`config.mk`:
```
export PLATFORM = sky130hd
export DESIGN_NAME = hcc_coupler
export DESIGN_NICKNAME = d
export VERILOG_FILES = /design/src/logic/hcc_coupler.v
export VERILOG_INCLUDE_DIRS = /design/src /design/src/common
export SDC_FILE = /design/constraint.sdc
export NUM_CORES = 1
export LEC_CHECK = 0
export BUFFER_PORTS_ARGS = -buffer_cell sky130_fd_sc_hd__buf_2
export CORE_ASPECT_RATIO = 1.25
export CORE_MARGIN = 2
export CORE_UTILIZATION = 45
export CTS_CLUSTER_DIAMETER = 80
export DETAILED_ROUTE_END_ITERATION = 8
export PLACE_DENSITY = 0.65
export SETUP_SLACK_MARGIN = 0.3
export SKIP_CTS_REPAIR_TIMING = 1
export SYNTH_ARGS = -nofsm -noshare
export SYNTH_HDL_FRONTEND = slang
export SYNTH_SLANG_ARGS = --single-unit
```
`constraint.sdc`:
```
create_clock -name clk -period 2.6 [get_ports clk]
set_input_delay 0.65 -clock clk [delete_from_list [all_inputs] [get_ports clk]]
set_output_delay 0.65 -clock clk [all_outputs]
set_load 0.02 [all_outputs]
```
`src/common/hcc_map.vh`:
```
// Purpose: constants for the host channel coupler control
// Assumes: 200 MHz clock, APB register access
// Notes:   times in ns; cycle counts are those times at 5 ns a cycle
`ifndef HCC_MAP_VH
`define HCC_MAP_VH
// ==========================================
// timing
`define HCC_CLK_NS     5
`define HCC_MV1_NS     520
`define HCC_MV2_NS     520
`define HCC_HOLD_NS    40
`define HCC_AL1_NS     4000
`define HCC_AL2_NS     4000
`define HCC_MV1_CYC    12'h068
`define HCC_MV2_CYC    12'h068
`define HCC_HOLD_CYC   4'h8
`define HCC_AL1_CYC    12'h320
`define HCC_AL2_CYC    12'h320
`define HCC_LOAD_WORDS 13'h1000
// ==========================================
// director codes and accumulator bits
`define HCC_DIR_DATA   4'h0
`define HCC_DIR_CTRL   4'h1
`define HCC_DIR_LO     4'h2
`define HCC_DIR_HI     4'h7
`define HCC_DIR_AL     4'h9
`define HCC_ACC_CCLR   0
`define HCC_ACC_ICLR   1
`define HCC_ACC_EOP    3
// ==========================================
// register map
`define HCC_REG_CTRL   8'h00
`define HCC_REG_STAT   8'h04
`define HCC_REG_INW    8'h08
`define HCC_REG_OUTW   8'h0c
`define HCC_CTL_READY  0
`define HCC_CTL_INREQ  1
`define HCC_CTL_EOP    2
`define HCC_CTL_PLS    3
`define HCC_CTL_MC     4
`define HCC_OUT_ALCLR  13
`define HCC_CTRL_RST   32'h0000_0000
`endif

```
`src/logic/hcc_coupler.v`:
```
// Purpose: coupler control between host word channel and buffer controller
// Assumes: host and buffer controller pins are asynchronous, APB from firmware
// Notes:   one-shot timing rebuilt as counters on clk
`timescale 1ns/1ps
`include "hcc_map.vh"
module hcc_coupler (
    // clock, reset, enable
    input  wire        clk,
    input  wire        resetn,
    input  wire        ce,
    // apb slave
    input  wire        psel,
    input  wire        penable,
    input  wire        pwrite,
    input  wire [7:0]  paddr,
    input  wire [31:0] pwdata,
    output reg  [31:0] prdata,
    output reg         pready,
    output reg         pslverr,
    // host channel
    input  wire        host_write,
    input  wire        host_read,
    input  wire [3:0]  host_q,
    input  wire [15:0] host_acc,
    input  wire        preset_interrupt,
    output reg  [15:0] host_data_out,
    output reg         host_data_oe,
    output reg         host_reply,
    output reg         host_reject,
    output reg         interrupt_line_out,
    // buffer controller side
    input  wire        ready_busy_line,
    input  wire        data_interrupt_timeout,
    input  wire        power_on_autoload,
    input  wire        parity_error_autoload,
    input  wire        console_clear_autoload,
    output reg         coupler_ready,
    output reg         transfer_terminate,
    output reg         coupler_reply,
    output reg         write_reply_pulse,
    output reg         read_reply_enable,
    output reg         output_strobe_enable,
    output reg         interrupt_status_out,
    // autoload
    output reg         stop_out,
    output reg         channel_clear,
    output reg         master_clear_out,
    output reg         go_pulse,
    output reg         autoload_status_bit,
    output reg         parity_error_clear,
    output reg         fw_pulse_force
);

// ==========================================
// constants
localparam [11:0] MV1_C  = `HCC_MV1_CYC;
localparam [11:0] MV2_C  = `HCC_MV2_CYC;
localparam [11:0] AL1_C  = `HCC_AL1_CYC;
localparam [11:0] AL2_C  = `HCC_AL2_CYC;
localparam [3:0]  HOLD_C = `HCC_HOLD_CYC;
localparam [12:0] LOAD_L = `HCC_LOAD_WORDS - 13'h0001;
localparam [3:0]  HS_IDLE = 4'h1;
localparam [3:0]  HS_MV1  = 4'h2;
localparam [3:0]  HS_MV2  = 4'h4;
localparam [3:0]  HS_HOLD = 4'h8;
localparam [2:0]  AS_IDLE = 3'h1;
localparam [2:0]  AS_T1   = 3'h2;
localparam [2:0]  AS_T2   = 3'h4;

// director 2 through 7
function dir_mid;
    input [3:0] d;
    begin
        dir_mid = (d >= `HCC_DIR_LO) && (d <= `HCC_DIR_HI);
    end
endfunction

// ==========================================
// pin synchronisers
reg  [27:0] s1_reg;
reg  [27:0] s2_reg;
reg  [1:0]  strb_p_reg;
reg  [2:0]  al_p_reg;
wire        h_wr  = s2_reg[27];
wire        h_rd  = s2_reg[26];
wire [3:0]  h_q   = s2_reg[25:22];
wire [15:0] h_acc = s2_reg[21:6];
wire        h_pri = s2_reg[5];
wire        h_rb  = s2_reg[4];
wire        h_tmo = s2_reg[3];
wire [2:0]  h_al  = s2_reg[2:0];
wire        strb_rise = (h_wr | h_rd) & ~(|strb_p_reg);
wire        al_rise   = |(h_al & ~al_p_reg);

// two flops on every host and buffer controller input pin before any logic looks at it
always @(posedge clk) begin
    if (!resetn) begin
        s1_reg     <= 28'h000_0000;
        s2_reg     <= 28'h000_0000;
        strb_p_reg <= 2'h0;
        al_p_reg   <= 3'h0;
    end else if (ce) begin
        s1_reg     <= {host_write, host_read, host_q, host_acc, preset_interrupt,
                       ready_busy_line, data_interrupt_timeout, power_on_autoload,
                       parity_error_autoload, console_clear_autoload};
        s2_reg     <= s1_reg;
        strb_p_reg <= {h_wr, h_rd};
        al_p_reg   <= h_al;
    end
end

// ==========================================
// registers and state
reg  [31:0] ctrl_reg;
reg  [15:0] inw_reg;
reg  [15:0] outw_reg;
reg  [1:0]  fwp_reg;
reg  [3:0]  hs_reg;
reg  [11:0] hcnt_reg;
reg  [3:0]  dir_reg;
reg  [15:0] acc_reg;
reg         wr_reg;
reg         pri_reg;
reg         replied_reg;
reg         bfull_reg;
reg         busy_reg;
reg         inreq_reg;
reg         outreq_reg;
reg         isel_reg;
reg         istage_reg;
reg         term_reg;
reg  [3:0]  tcnt_reg;
reg         crep_reg;
reg         crep_in_reg;
reg  [3:0]  rcnt_reg;
reg  [2:0]  as_reg;
reg  [11:0] acnt_reg;
reg         alflag_reg;
reg  [12:0] wcnt_reg;

// apb decode; pready is already high in the first cycle of the access phase
wire apb_acc = psel & penable & pready;
wire apb_wr  = apb_acc & pwrite;
wire wr_ctrl = apb_wr & (paddr == `HCC_REG_CTRL);
wire wr_outw = apb_wr & (paddr == `HCC_REG_OUTW);
wire fw_mc   = wr_ctrl & pwdata[`HCC_CTL_MC];
wire rdy_ctl = ctrl_reg[`HCC_CTL_READY];
wire eop_rise = ctrl_reg[`HCC_CTL_EOP] & ~fwp_reg[0];
wire pls_rise = ctrl_reg[`HCC_CTL_PLS] & ~fwp_reg[1];

// reply enable for the latched command
wire ren = ((dir_reg == `HCC_DIR_CTRL) & wr_reg)
         | (dir_mid(dir_reg) & rdy_ctl)
         | ((dir_reg == `HCC_DIR_DATA) & ~wr_reg & outreq_reg)
         | ((dir_reg == `HCC_DIR_AL) & wr_reg);
wire mv1_end = hs_reg[1] & (hcnt_reg == MV1_C - 12'h001);
wire mv2_end = hs_reg[2] & (hcnt_reg == MV2_C - 12'h001);
wire acc_ok  = mv1_end & ren;
wire dir1_clr = acc_ok & (dir_reg == `HCC_DIR_CTRL)
              & (acc_reg[`HCC_ACC_CCLR] | acc_reg[`HCC_ACC_ICLR]);
wire xfer     = inreq_reg | outreq_reg;
wire term_go  = ~term_reg & ((xfer & (~h_rb | h_tmo)) | dir1_clr);
wire term_end = term_reg & (tcnt_reg == HOLD_C - 4'h1);
wire wrp_go   = inreq_reg & bfull_reg & host_reply & ~crep_reg;
wire rd_done  = hs_reg[3] & ~h_wr & ~h_rd & replied_reg
              & ~wr_reg & (dir_reg == `HCC_DIR_DATA);
wire crep_end = crep_reg & (rcnt_reg == HOLD_C - 4'h1);
wire eol      = dir1_clr | (alflag_reg & wrp_go & (wcnt_reg == LOAD_L));
wire al_start = al_rise | (acc_ok & (dir_reg == `HCC_DIR_AL));

// ==========================================
// apb slave
always @(posedge clk) begin
    if (!resetn) begin
        pready   <= 1'b0;
        pslverr  <= 1'b0;
        prdata   <= 32'h0000_0000;
        ctrl_reg <= `HCC_CTRL_RST;
        outw_reg <= 16'h0000;
        fwp_reg  <= 2'h0;
    end else if (ce) begin
        pready  <= psel & ~penable & ~pready;
        fwp_reg <= {ctrl_reg[`HCC_CTL_PLS], ctrl_reg[`HCC_CTL_EOP]};
        if (psel & ~penable) begin
            pslverr <= paddr[1:0] != 2'h0 || paddr > `HCC_REG_OUTW;
            case (paddr)
                `HCC_REG_CTRL: prdata <= {27'h0, 1'b0, ctrl_reg[3:0]};
                `HCC_REG_STAT: prdata <= {23'h0, term_reg, coupler_ready,
                                          interrupt_line_out, isel_reg, alflag_reg,
                                          outreq_reg, inreq_reg, busy_reg, bfull_reg};
                `HCC_REG_INW:  prdata <= {16'h0, inw_reg};
                `HCC_REG_OUTW: prdata <= {16'h0, outw_reg};
                default:       prdata <= 32'h0000_0000;
            endcase
        end
        // strobe bits (input request, master clear) do not stick
        if (wr_ctrl) begin
            ctrl_reg <= {28'h0, pwdata[3:2], 1'b0, pwdata[0]};
        end
        if (wr_outw) begin
            outw_reg <= pwdata[15:0];
        end
    end
end

// ==========================================
// host one-shot sequencer
always @(posedge clk) begin
    if (!resetn) begin
        hs_reg        <= HS_IDLE;
        hcnt_reg      <= 12'h000;
        dir_reg       <= 4'h0;
        acc_reg       <= 16'h0000;
        wr_reg        <= 1'b0;
        pri_reg       <= 1'b0;
        replied_reg   <= 1'b0;
        host_reply    <= 1'b0;
        host_reject   <= 1'b0;
        host_data_out <= 16'h0000;
        host_data_oe  <= 1'b0;
        read_reply_enable    <= 1'b0;
        output_strobe_enable <= 1'b0;
        inw_reg       <= 16'h0000;
    end else if (ce) begin
        host_reject <= 1'b0;
        case (hs_reg)
            HS_IDLE: begin
                if (strb_rise) begin
                    dir_reg  <= h_q;
                    acc_reg  <= h_acc;
                    wr_reg   <= h_wr;
                    pri_reg  <= h_pri;
                    hcnt_reg <= 12'h000;
                    hs_reg   <= HS_MV1;
                end
            end
            HS_MV1: begin
                hcnt_reg <= hcnt_reg + 12'h001;
                if (mv1_end) begin
                    hcnt_reg    <= 12'h000;
                    hs_reg      <= HS_MV2;
                    replied_reg <= ren;
                    host_reply  <= ren;
                    host_reject <= ~ren;
                    if (ren & wr_reg) begin
                        inw_reg <= acc_reg;
                    end
                    // output word onto host lines during the window
                    if (ren & ~wr_reg & (dir_reg == `HCC_DIR_DATA)) begin
                        read_reply_enable    <= 1'b1;
                        output_strobe_enable <= 1'b1;
                        host_data_out        <= outw_reg;
                        host_data_oe         <= 1'b1;
                    end
                end
            end
            HS_MV2: begin
                hcnt_reg <= hcnt_reg + 12'h001;
                if (mv2_end) begin
                    hs_reg <= HS_HOLD;
                end
            end
            HS_HOLD: begin
                // reply stands until the host drops its strobe
                if (~h_wr & ~h_rd) begin
                    hs_reg               <= HS_IDLE;
                    host_reply           <= 1'b0;
                    replied_reg          <= 1'b0;
                    read_reply_enable    <= 1'b0;
                    output_strobe_enable <= 1'b0;
                    host_data_oe         <= 1'b0;
                end
            end
            default: begin
                hs_reg <= HS_IDLE;
            end
        endcase
    end
end

// ==========================================
// buffer full, busy, requests
always @(posedge clk) begin
    if (!resetn) begin
        bfull_reg  <= 1'b0;
        busy_reg   <= 1'b0;
        inreq_reg  <= 1'b0;
        outreq_reg <= 1'b0;
    end else if (ce) begin
        // master clear acts like a direct clear on the flop
        if (fw_mc) begin
            bfull_reg <= 1'b0;
        end else if (acc_ok & wr_reg & dir_mid(dir_reg)) begin
            bfull_reg <= 1'b1;
        end else if (wrp_go) begin
            bfull_reg <= 1'b0;
        end
        if (acc_ok & (dir_reg >= `HCC_DIR_LO)) begin
            busy_reg <= 1'b1;
        end else if (fw_mc | (ctrl_reg[`HCC_CTL_EOP] & pls_rise)) begin
            busy_reg <= 1'b0;
        end
        if (wr_ctrl & pwdata[`HCC_CTL_INREQ]) begin
            inreq_reg <= 1'b1;
        end else if (fw_mc | term_end | (crep_end & crep_in_reg)) begin
            inreq_reg <= 1'b0;
        end
        if (wr_outw) begin
            outreq_reg <= 1'b1;
        end else if (fw_mc | term_end | (crep_end & ~crep_in_reg)) begin
            outreq_reg <= 1'b0;
        end
    end
end

// ==========================================
// terminate, ready, coupler reply
always @(posedge clk) begin
    if (!resetn) begin
        term_reg           <= 1'b0;
        tcnt_reg           <= 4'h0;
        transfer_terminate <= 1'b0;
        coupler_ready      <= 1'b0;
        crep_reg           <= 1'b0;
        crep_in_reg        <= 1'b0;
        rcnt_reg           <= 4'h0;
        coupler_reply      <= 1'b0;
        write_reply_pulse  <= 1'b0;
    end else if (ce) begin
        coupler_ready <= h_rb & ~h_tmo;
        if (term_go) begin
            term_reg <= 1'b1;
            tcnt_reg <= 4'h0;
        end else if (term_end) begin
            term_reg <= 1'b0;
        end else if (term_reg) begin
            tcnt_reg <= tcnt_reg + 4'h1;
        end
        transfer_terminate <= term_go | (term_reg & ~term_end);
        write_reply_pulse  <= wrp_go;
        // the reply to the buffer controller lasts a fixed 40 ns
        if (wrp_go | rd_done) begin
            crep_reg    <= 1'b1;
            crep_in_reg <= wrp_go;
            rcnt_reg    <= 4'h0;
        end else if (crep_end) begin
            crep_reg <= 1'b0;
        end else if (crep_reg) begin
            rcnt_reg <= rcnt_reg + 4'h1;
        end
        coupler_reply <= wrp_go | rd_done | (crep_reg & ~crep_end);
    end
end

// ==========================================
// interrupt selection and request
always @(posedge clk) begin
    if (!resetn) begin
        isel_reg             <= 1'b0;
        istage_reg           <= 1'b0;
        interrupt_line_out   <= 1'b0;
        interrupt_status_out <= 1'b0;
    end else if (ce) begin
        if (acc_ok & pri_reg) begin
            isel_reg   <= 1'b0;
            istage_reg <= 1'b0;
        end else if (mv2_end & replied_reg & wr_reg & acc_reg[`HCC_ACC_EOP]
                     & ~interrupt_line_out) begin
            isel_reg <= 1'b1;
        end else if (isel_reg & eop_rise) begin
            istage_reg <= 1'b1;
        end
        // a set on the same edge as a clear wins
        if (istage_reg & pls_rise) begin
            interrupt_line_out   <= 1'b1;
            interrupt_status_out <= 1'b1;
            isel_reg             <= 1'b0;
            istage_reg           <= 1'b0;
        end else if (fw_mc | (acc_ok & (dir_reg == `HCC_DIR_CTRL)
                     & acc_reg[`HCC_ACC_ICLR])) begin
            interrupt_line_out   <= 1'b0;
            interrupt_status_out <= 1'b0;
        end
    end
end

// ==========================================
// autoload sequencer
always @(posedge clk) begin
    if (!resetn) begin
        as_reg              <= AS_IDLE;
        acnt_reg            <= 12'h000;
        alflag_reg          <= 1'b0;
        wcnt_reg            <= 13'h0000;
        stop_out            <= 1'b0;
        channel_clear       <= 1'b0;
        master_clear_out    <= 1'b0;
        go_pulse            <= 1'b0;
        autoload_status_bit <= 1'b0;
        parity_error_clear  <= 1'b0;
        fw_pulse_force      <= 1'b0;
    end else if (ce) begin
        go_pulse <= 1'b0;
        if (al_start) begin
            alflag_reg <= 1'b1;
            wcnt_reg   <= 13'h0000;
        end else if (eol | (wr_outw & pwdata[`HCC_OUT_ALCLR])) begin
            alflag_reg <= 1'b0;
        end else if (alflag_reg & wrp_go) begin
            wcnt_reg <= wcnt_reg + 13'h0001;
        end
        autoload_status_bit <= alflag_reg;
        parity_error_clear  <= alflag_reg;
        fw_pulse_force      <= alflag_reg;
        case (as_reg)
            AS_IDLE: begin
                if (al_start) begin
                    as_reg        <= AS_T1;
                    acnt_reg      <= 12'h000;
                    stop_out      <= 1'b1;
                    channel_clear <= 1'b1;
                end
            end
            AS_T1: begin
                acnt_reg <= acnt_reg + 12'h001;
                if (acnt_reg == AL1_C - 12'h001) begin
                    as_reg           <= AS_T2;
                    acnt_reg         <= 12'h000;
                    master_clear_out <= 1'b1;
                end
            end
            AS_T2: begin
                acnt_reg <= acnt_reg + 12'h001;
                if (acnt_reg == AL2_C - 12'h001) begin
                    as_reg           <= AS_IDLE;
                    master_clear_out <= 1'b0;
                    go_pulse         <= 1'b1;
                    stop_out         <= 1'b0;
                    channel_clear    <= 1'b0;
                end
            end
            default: begin
                as_reg <= AS_IDLE;
            end
        endcase
    end
end

endmodule

```
==> flow_summary.html, run 1 <==
<table>
<tr><th>Metric</th><th>Value</th></tr>
<tr><th colspan="2">Clock network</th></tr>
<tr><td>Clock buffer depth</td><td>3</td></tr>
<tr><td>CTS tree</td><td>yes</td></tr>
<tr><td>Sink Count</td><td>228</td></tr>
<tr><td>Number of clock buffers inserted by TritonCTS</td><td>24</td></tr>
<tr><td>Root cell of the clock tree</td><td>clkbuf_16</td></tr>
<tr><td>Depth of the CTS H-tree</td><td>1</td></tr>
<tr><td>Clock transition at the registers of the reported paths</td><td>0.06 ns</td></tr>
<tr><td>Clock latency on the worst-skew pair</td><td>0.52 ns</td></tr>
<tr><th colspan="2">Setup path</th></tr>
<tr><td>Cell-by-cell listing of the critical path</td><td>ha_2 &gt; and4_1 &gt; nand3_2 &gt; or3_4 &gt; and2_4 &gt; or4_1 &gt; a21oi_1</td></tr>
<tr><td>Critical path origin</td><td>hcnt_reg[0]</td></tr>
<tr><td>Slowest Stage Delay on Critical Path</td><td>0.46 ns</td></tr>
<tr><td>Largest driver fanout on the critical path</td><td>7</td></tr>
<tr><td>Count of buffering cells on the critical path with inverters included</td><td>0</td></tr>
<tr><td>CP Data Required Time</td><td>3.05 ns</td></tr>
<tr><td>Endpoint class of the critical path</td><td>register</td></tr>
<tr><td>Reg-to-reg startpoint</td><td>hcnt_reg[0]</td></tr>
<tr><td>Critical setup path kind</td><td>register to register</td></tr>
<tr><td>Kind of cell adding the most delay to the critical path</td><td>simple AND/OR/NAND/NOR gates</td></tr>
<tr><td>Critical path launch point type</td><td>register</td></tr>
<tr><td>Critical-path top delay cell</td><td>or3_4</td></tr>
<tr><td>Data arrival time of the worst path</td><td>2.69 ns</td></tr>
<tr><th colspan="2">Die</th></tr>
<tr><td>Starting density of the core</td><td>0.461</td></tr>
<tr><td>Vertical die dimension</td><td>168 microns</td></tr>
<tr><td>DIE WIDTH</td><td>135 microns</td></tr>
<tr><td>Area inside the core boundary</td><td>0.0209 sq mm</td></tr>
<tr><td>Placement Rows</td><td>59</td></tr>
<tr><td>Count of pins on the block boundary</td><td>142</td></tr>
<tr><td>Die Outline Area</td><td>0.0226 sq mm</td></tr>
<tr><th colspan="2">Placement</th></tr>
<tr><td>Number of port buffers</td><td>109</td></tr>
<tr><td>Instance count after placement with tap cells included</td><td>1470</td></tr>
<tr><td>Global placement routability congestion</td><td>0.823</td></tr>
<tr><td>Pre-CTS WS</td><td>0.233 ns</td></tr>
<tr><td>Detailed-placement wirelength estimate</td><td>15500 microns</td></tr>
<tr><th colspan="2">Global routing</th></tr>
<tr><td>Global-route wire length before repair</td><td>36300 microns</td></tr>
<tr><td>Antenna violations before repair</td><td>1</td></tr>
<tr><td>GRT Util Overall</td><td>0.192</td></tr>
<tr><td>Grt total ovfl</td><td>0</td></tr>
<tr><td>Pin count of the biggest net entering global routing</td><td>94</td></tr>
<tr><td>Number of global-route vias before repair</td><td>7318</td></tr>
<tr><th colspan="2">Pwr</th></tr>
<tr><td>PD cells</td><td>642 mW/mm^2</td></tr>
<tr><td>Power Total</td><td>7.16 mW</td></tr>
<tr><td>Maximum ir drop on the vdd rail</td><td>0.538 mV</td></tr>
<tr><td>Leakage</td><td>4.38 nW</td></tr>
<tr><th colspan="2">Timing</th></tr>
<tr><td>Unrepaired setup endpoints after global routing</td><td>true</td></tr>
<tr><td>Final Hold Fails</td><td>0</td></tr>
<tr><td>Sum of negative setup slack</td><td>0 ns</td></tr>
<tr><td>Hold_ws</td><td>0.361 ns</td></tr>
<tr><td>Clock period minus worst slack</td><td>2.24 ns</td></tr>
<tr><td>Total count of max-transition violations in the final report</td><td>0</td></tr>
<tr><td>Transition at the pin with the smallest max-transition slack</td><td>0.800 ns</td></tr>
<tr><td>Post-layout worst setup margin</td><td>0.358 ns</td></tr>
<tr><td>Max-slew headroom</td><td>0.466</td></tr>
<tr><td>Period utilisation layout</td><td>0.862</td></tr>
<tr><td>Count of final setup violators</td><td>0</td></tr>
<tr><td>Worst Clk Skew</td><td>0.0178 ns</td></tr>
<tr><td>Highest achievable clock rate</td><td>446 MHz</td></tr>
<tr><th colspan="2">Yosys</th></tr>
<tr><td>Yosys reg bits</td><td>228</td></tr>
<tr><td>Cell area after technology mapping</td><td>0.00963 sq mm</td></tr>
<tr><td>Number of flops mapped to enable cells by yosys</td><td>0</td></tr>
<tr><td>Post-Syn Instances</td><td>1134</td></tr>
<tr><td>Synth Area per Inst</td><td>8.49 sq um</td></tr>
<tr><td>Number of warnings reported in the yosys synthesis log</td><td>0</td></tr>
<tr><td>Share of synthesized flip-flops with an asynchronous set or reset</td><td>0</td></tr>
<tr><td>Ys flop type</td><td>dfxtp_1</td></tr>
<tr><td>Count of different cell masters after synthesis</td><td>65</td></tr>
<tr><td>Part of the Yosys area used for sequential elements</td><td>0.474</td></tr>
<tr><th colspan="2">Detailed routing</th></tr>
<tr><td>Iteration-0 DRC Markers</td><td>415</td></tr>
<tr><td>Via density</td><td>5.19</td></tr>
<tr><td>Number of nets with antenna violations after detailed routing</td><td>0</td></tr>
<tr><td>Average routed wire per standard cell</td><td>14.7 microns</td></tr>
<tr><td>Residual DRC count</td><td>0</td></tr>
<tr><td>DRT Wirelength</td><td>22200 microns</td></tr>
<tr><td>TritonRoute pass-1 iters</td><td>5</td></tr>
<tr><td>Via count</td><td>7860</td></tr>
<tr><th colspan="2">Cells and area</th></tr>
<tr><td>Commonest non-fill, non-tap cell in the layout</td><td>dfxtp_1</td></tr>
<tr><td>Final instance count without filler cells</td><td>1513</td></tr>
<tr><td>Area growth from synthesis to final layout</td><td>15.9%</td></tr>
<tr><td>Layout cell share with drive strength beyond 1</td><td>0.158</td></tr>
<tr><td>Nets</td><td>1301</td></tr>
<tr><td>Leading cell types in the layout, fill and taps excluded</td><td>dfxtp_1 (228), nand2_1 (196), nor2_1 (167), a21oi_1 (115), buf_2 (108)</td></tr>
<tr><th colspan="2">Status</th></tr>
<tr><td>Result of the run</td><td>complete, no violations</td></tr>
<tr><th colspan="2">Job</th></tr>
<tr><td>Max-cap check violation count</td><td>0</td></tr>
<tr><th colspan="2">Hold path</th></tr>
<tr><td>Critical hold path startpoint</td><td>host_acc[14]</td></tr>
<tr><td>Min-delay worst type</td><td>input port to register</td></tr>
</table>
## cell families (layout without fill, tap and decap cells)
| family | count (synthesis) | after routing | synth area share |
|---|---|---|---|
| adders and majority gates | 5 | 5 | 0.00650 |
| muxes | 83 | 83 | 0.0910 |
| other | 1 | 17 | 0.000389 |
| AOI/OAI and AO/OA | 186 | 186 | 0.114 |
| xor gates and xnor gates | 33 | 33 | 0.0300 |
| buffers and inverters | 95 | 184 | 0.0486 |
| and+or+nand+nor | 503 | 503 | 0.235 |
| DFF | 228 | 228 | 0.474 |
## where the power goes
| part | internal (mW) | leakage [nW] | switching (mW) |
|---|---|---|---|
| clock network | 1.82 | 0.358 | 1.37 |
| registers | 3.55 | 1.84 | 0.0389 |
| logic | 0.147 | 2.18 | 0.234 |
| total | 5.52 | 4.38 | 1.65 |
## worst register-to-register path, stage by stage (launching register included)
cell	delay (ns)
dfxtp_1	0.38
ha_2	0.27
and4_1	0.23
nand3_2	0.13
or3_4	0.46
and2_4	0.19
or4_1	0.39
a21oi_1	0.14
## synthesized netlist by cell type, drive strengths merged, types with 9 or more instances
cell	number	area, sq um
nor2	169	634
xnor2	24	210
xor2	9	78.8
inv	9	33.8
buf	46	284
mux2i	74	741
clkbuf	39	146
nor4	9	62.6
dfxtp	228	4560
a21oi	115	576
nor3	10	60.1
o21ai	13	65.1
nand2	196	736
a22oi	12	90.1
nand4	13	81.3
nor2b	12	75.1
and3	17	108
nand3	30	150
nand2b	10	62.6
## path summary, 6_finish.rpt
check                     endpoint  slack, ns  cells after the start
hold reg to reg   host_data_out[5]       0.45                      2
hold / removal          s1_reg[20]       0.36                      3
setup reg to reg       acnt_reg[4]       0.36                      7
setup / recovery       acnt_reg[4]       0.36                      7
## metal layers
metal	wire length (microns)	track usage
met3	1020	0.0309
met5	0	0
met4	500	0.0577
met1	10100	0.256
met2	10500	0.321
## layout make-up
class	count	area (sq um)
Antenna cell	1	2.50
Clock buffer	37	689
Clock inverter	5	40.0
Fill cell	2005	9730
Inverter	10	40.0
Multi-Input combinational cell	826	4690
Sequential cell	228	4560
Tap cell	274	343
Timing Repair Buffer	132	796
## metrics by stage
stage                     area, sq um   util
after global placement          10400  0.498
after floorplan                  9680      -
after CTS                       11100  0.532
final                           11200  0.534
after detailed placement        10400  0.498
after global routing            11200  0.534
Power figures use the tool's default switching activity.
==> run 2: changes to the inputs <==
==> constraint.sdc (replaced) <==
create_clock -name clk -period 2.6 [get_ports clk]
set_input_delay 0.26 -clock clk [delete_from_list [all_inputs] [get_ports clk]]
set_output_delay 0.26 -clock clk [all_outputs]
set_load 0.02 [all_outputs]
==> flow_summary.html, run 2 (synthesis gave the netlist of run 1 again) <==
<table>
<tr><th>Metric</th><th>Value</th></tr>
<tr><th colspan="2">Setup path</th></tr>
<tr><td>Critical-path top delay cell</td><td>or3_4 (unchanged)</td></tr>
<tr><td>Critical path origin</td><td>dir_reg[0] (was hcnt_reg[0])</td></tr>
<tr><td>Critical setup path kind</td><td>register to register (unchanged)</td></tr>
<tr><td>Reg-to-reg startpoint</td><td>dir_reg[0] (was hcnt_reg[0])</td></tr>
<tr><td>Cell-by-cell listing of the critical path</td><td>and3_1 &gt; nand3_1 &gt; or3_4 &gt; and2_4 &gt; or4_1 &gt; a21oi_1 (was ha_2 &gt; and4_1 &gt; nand3_2 &gt; or3_4 &gt; and2_4 &gt; or4_1 &gt; a21oi_1)</td></tr>
<tr><td>CP Data Required Time</td><td>3.04 ns (was 3.05 ns)</td></tr>
<tr><td>Kind of cell adding the most delay to the critical path</td><td>simple AND/OR/NAND/NOR gates (unchanged)</td></tr>
<tr><td>Critical path launch point type</td><td>register (unchanged)</td></tr>
<tr><td>Register-to-register path setup slack</td><td>0.42 ns (was 0.36 ns)</td></tr>
<tr><td>Endpoint class of the critical path</td><td>register (unchanged)</td></tr>
<tr><td>Count of buffering cells on the critical path with inverters included</td><td>0 (unchanged)</td></tr>
<tr><td>Data arrival time of the worst path</td><td>2.62 ns (was 2.69 ns)</td></tr>
<tr><td>Largest driver fanout on the critical path</td><td>7 (unchanged)</td></tr>
<tr><td>Slowest Stage Delay on Critical Path</td><td>0.48 ns (was 0.46 ns)</td></tr>
<tr><th colspan="2">Timing</th></tr>
<tr><td>Transition at the pin with the smallest max-transition slack</td><td>0.807 ns (was 0.800 ns)</td></tr>
<tr><td>Count of final setup violators</td><td>0 (unchanged)</td></tr>
<tr><td>Highest achievable clock rate</td><td>459 MHz (was 446 MHz)</td></tr>
<tr><td>Period utilisation layout</td><td>0.838 (was 0.862)</td></tr>
<tr><td>Unrepaired setup endpoints after global routing</td><td>false (was true)</td></tr>
<tr><td>Max-slew headroom</td><td>0.462 (was 0.466)</td></tr>
<tr><td>Final Hold Fails</td><td>18 (was 0)</td></tr>
<tr><td>Clock period minus worst slack</td><td>2.18 ns (was 2.24 ns)</td></tr>
<tr><td>Total count of max-transition violations in the final report</td><td>0 (unchanged)</td></tr>
<tr><td>Worst Clk Skew</td><td>0.0208 ns (was 0.0178 ns)</td></tr>
<tr><td>Sum of negative setup slack</td><td>0 ns (unchanged)</td></tr>
<tr><td>Hold_ws</td><td>-0.0294 ns (was 0.361 ns)</td></tr>
<tr><th colspan="2">Global routing</th></tr>
<tr><td>Grt total ovfl</td><td>0 (unchanged)</td></tr>
<tr><td>Antenna violations before repair</td><td>1 (unchanged)</td></tr>
<tr><td>Pin count of the biggest net entering global routing</td><td>52 (was 94)</td></tr>
<tr><td>Number of global-route vias before repair</td><td>7371 (was 7318)</td></tr>
<tr><td>GRT Util Overall</td><td>0.197 (was 0.192)</td></tr>
<tr><td>Global-route wire length before repair</td><td>37000 microns (was 36300 microns)</td></tr>
<tr><th colspan="2">Pwr</th></tr>
<tr><td>Leakage</td><td>4.51 nW (was 4.38 nW)</td></tr>
<tr><td>PD cells</td><td>666 mW/mm^2 (was 642 mW/mm^2)</td></tr>
<tr><td>Maximum ir drop on the vdd rail</td><td>0.581 mV (was 0.538 mV)</td></tr>
<tr><td>Power Total</td><td>7.61 mW (was 7.16 mW)</td></tr>
<tr><th colspan="2">Cells and area</th></tr>
<tr><td>Commonest non-fill, non-tap cell in the layout</td><td>dfxtp_1 (unchanged)</td></tr>
<tr><td>Leading cell types in the layout, fill and taps excluded</td><td>dfxtp_1 (226), nand2_1 (196), nor2_1 (167), a21oi_1 (115), buf_2 (108) (was dfxtp_1 (228), nand2_1 (196), nor2_1 (167), a21oi_1 (115), buf_2 (108))</td></tr>
<tr><td>Area growth from synthesis to final layout</td><td>18.7% (was 15.9%)</td></tr>
<tr><td>Final instance count without filler cells</td><td>1533 (was 1513)</td></tr>
<tr><td>Share of the core filled with cells</td><td>0.547 (was 0.534)</td></tr>
<tr><td>Nets</td><td>1319 (was 1301)</td></tr>
<tr><td>Layout cell share with drive strength beyond 1</td><td>0.161 (was 0.158)</td></tr>
<tr><td>Non-Filler Cell Area, Final</td><td>0.0114 sq mm (was 0.0112 sq mm)</td></tr>
<tr><th colspan="2">Clock network</th></tr>
<tr><td>Root cell of the clock tree</td><td>clkbuf_16 (unchanged)</td></tr>
<tr><td>Clock latency on the worst-skew pair</td><td>0.53 ns (was 0.52 ns)</td></tr>
<tr><td>Clock transition at the registers of the reported paths</td><td>0.06 ns (about the same)</td></tr>
<tr><td>Sink Count</td><td>228 (unchanged)</td></tr>
<tr><td>Number of clock buffers inserted by TritonCTS</td><td>24 (unchanged)</td></tr>
<tr><td>CTS tree</td><td>yes (unchanged)</td></tr>
<tr><td>Clock buffer depth</td><td>3 (unchanged)</td></tr>
<tr><td>Depth of the CTS H-tree</td><td>1 (unchanged)</td></tr>
<tr><th colspan="2">Placement</th></tr>
<tr><td>Number of port buffers</td><td>109 (unchanged)</td></tr>
<tr><td>Global placement routability congestion</td><td>0.834 (was 0.823)</td></tr>
<tr><td>Detailed-placement wirelength estimate</td><td>15500 microns (about the same)</td></tr>
<tr><td>Post-detailed-placement cell area</td><td>0.0104 sq mm (about the same)</td></tr>
<tr><td>Instance count after placement with tap cells included</td><td>1471 (was 1470)</td></tr>
<tr><th colspan="2">Detailed routing</th></tr>
<tr><td>Via count</td><td>7973 (was 7860)</td></tr>
<tr><td>Iteration-0 DRC Markers</td><td>494 (was 415)</td></tr>
<tr><td>Residual DRC count</td><td>0 (unchanged)</td></tr>
<tr><td>Average routed wire per standard cell</td><td>14.8 microns (was 14.7 microns)</td></tr>
<tr><td>TritonRoute pass-1 iters</td><td>5 (unchanged)</td></tr>
<tr><td>Via density</td><td>5.20 (was 5.19)</td></tr>
<tr><td>Number of nets with antenna violations after detailed routing</td><td>0 (unchanged)</td></tr>
<tr><td>DRT Wirelength</td><td>22600 microns (was 22200 microns)</td></tr>
<tr><th colspan="2">Die</th></tr>
<tr><td>Starting density of the core</td><td>0.461 (unchanged)</td></tr>
<tr><td>Placement Rows</td><td>59 (unchanged)</td></tr>
<tr><td>Die Outline Area</td><td>0.0226 sq mm (unchanged)</td></tr>
<tr><td>Count of pins on the block boundary</td><td>142 (unchanged)</td></tr>
<tr><td>DIE WIDTH</td><td>135 microns (unchanged)</td></tr>
<tr><td>Area inside the core boundary</td><td>0.0209 sq mm (unchanged)</td></tr>
<tr><td>Vertical die dimension</td><td>168 microns (unchanged)</td></tr>
<tr><th colspan="2">Hold path</th></tr>
<tr><td>Critical hold path startpoint</td><td>host_acc[10] (was host_acc[14])</td></tr>
<tr><td>Min-delay worst type</td><td>input port to register (unchanged)</td></tr>
<tr><th colspan="2">Status</th></tr>
<tr><td>Result of the run</td><td>finished, violations left (was complete, no violations)</td></tr>
<tr><td>Violated checks</td><td>negative hold slack</td></tr>
<tr><th colspan="2">Job</th></tr>
<tr><td>Max-cap check violation count</td><td>0 (unchanged)</td></tr>
</table>
-- run 2: cell count changes in the layout (fill, tap and decap cells not counted), sizes merged --
| cell | delta |
|---|---|
| buf | +1 |
| bufinv | +4 |
| clkbuf | -3 |
| clkinv | +1 |
| dlygate4sd3 | +17 |
-- run 2: final timing paths --
check / end / depth (start not counted)
setup / recovery: acnt_reg[4] / 6
hold / removal: s1_reg[16] / 3
hold reg to reg: inw_reg[3] / 2
setup reg to reg: acnt_reg[4] / 6
-- run 2: layer usage --
metal,vias up,track usage,wire length [microns]
met3,42,0.0266,983
li1,4055,-,-
met2,189,0.322,10600
met4,0,0.0732,690
met5,-,0,0
met1,3687,0.264,10300
-- run 2: power breakdown --
part           leakage, nW  internal [mW]  total (mW)  switching (mW)
clock                0.409           2.20        3.62            1.43
combinational         2.25          0.166       0.405           0.239
sequential            1.85           3.55        3.59          0.0389
total                 4.51           5.91        7.61            1.70
-- run 2: cell type report --
cell class,instances,area (sq um)
diodes,1,2.50
clock inverters,10,165
flip-flops and latches,228,4570
repair buffers,150,936
inverters,10,40.0
multi-input cells,826,4710
well taps,274,343
clock buffers,34,668
fillers,1936,9460
-- run 2: metrics by stage --
step / worst slack [ns] / hold slack (ns)
after CTS: 0.162 / -0.0445
after global routing: 0.316 / 0.00217
after global placement: 0.242 / 0.437
after detailed placement: 0.197 / 0.443
after floorplan: 0.474 / 0.400
final: 0.421 / -0.0294
-- run 2: tightest hold or removal path, delay by kind of cell --
family / cells / cell delay (ns)
buffers and inverters: 1 / 0.07
muxes: 1 / 0.05
and+or+nand+nor: 1 / 0.07
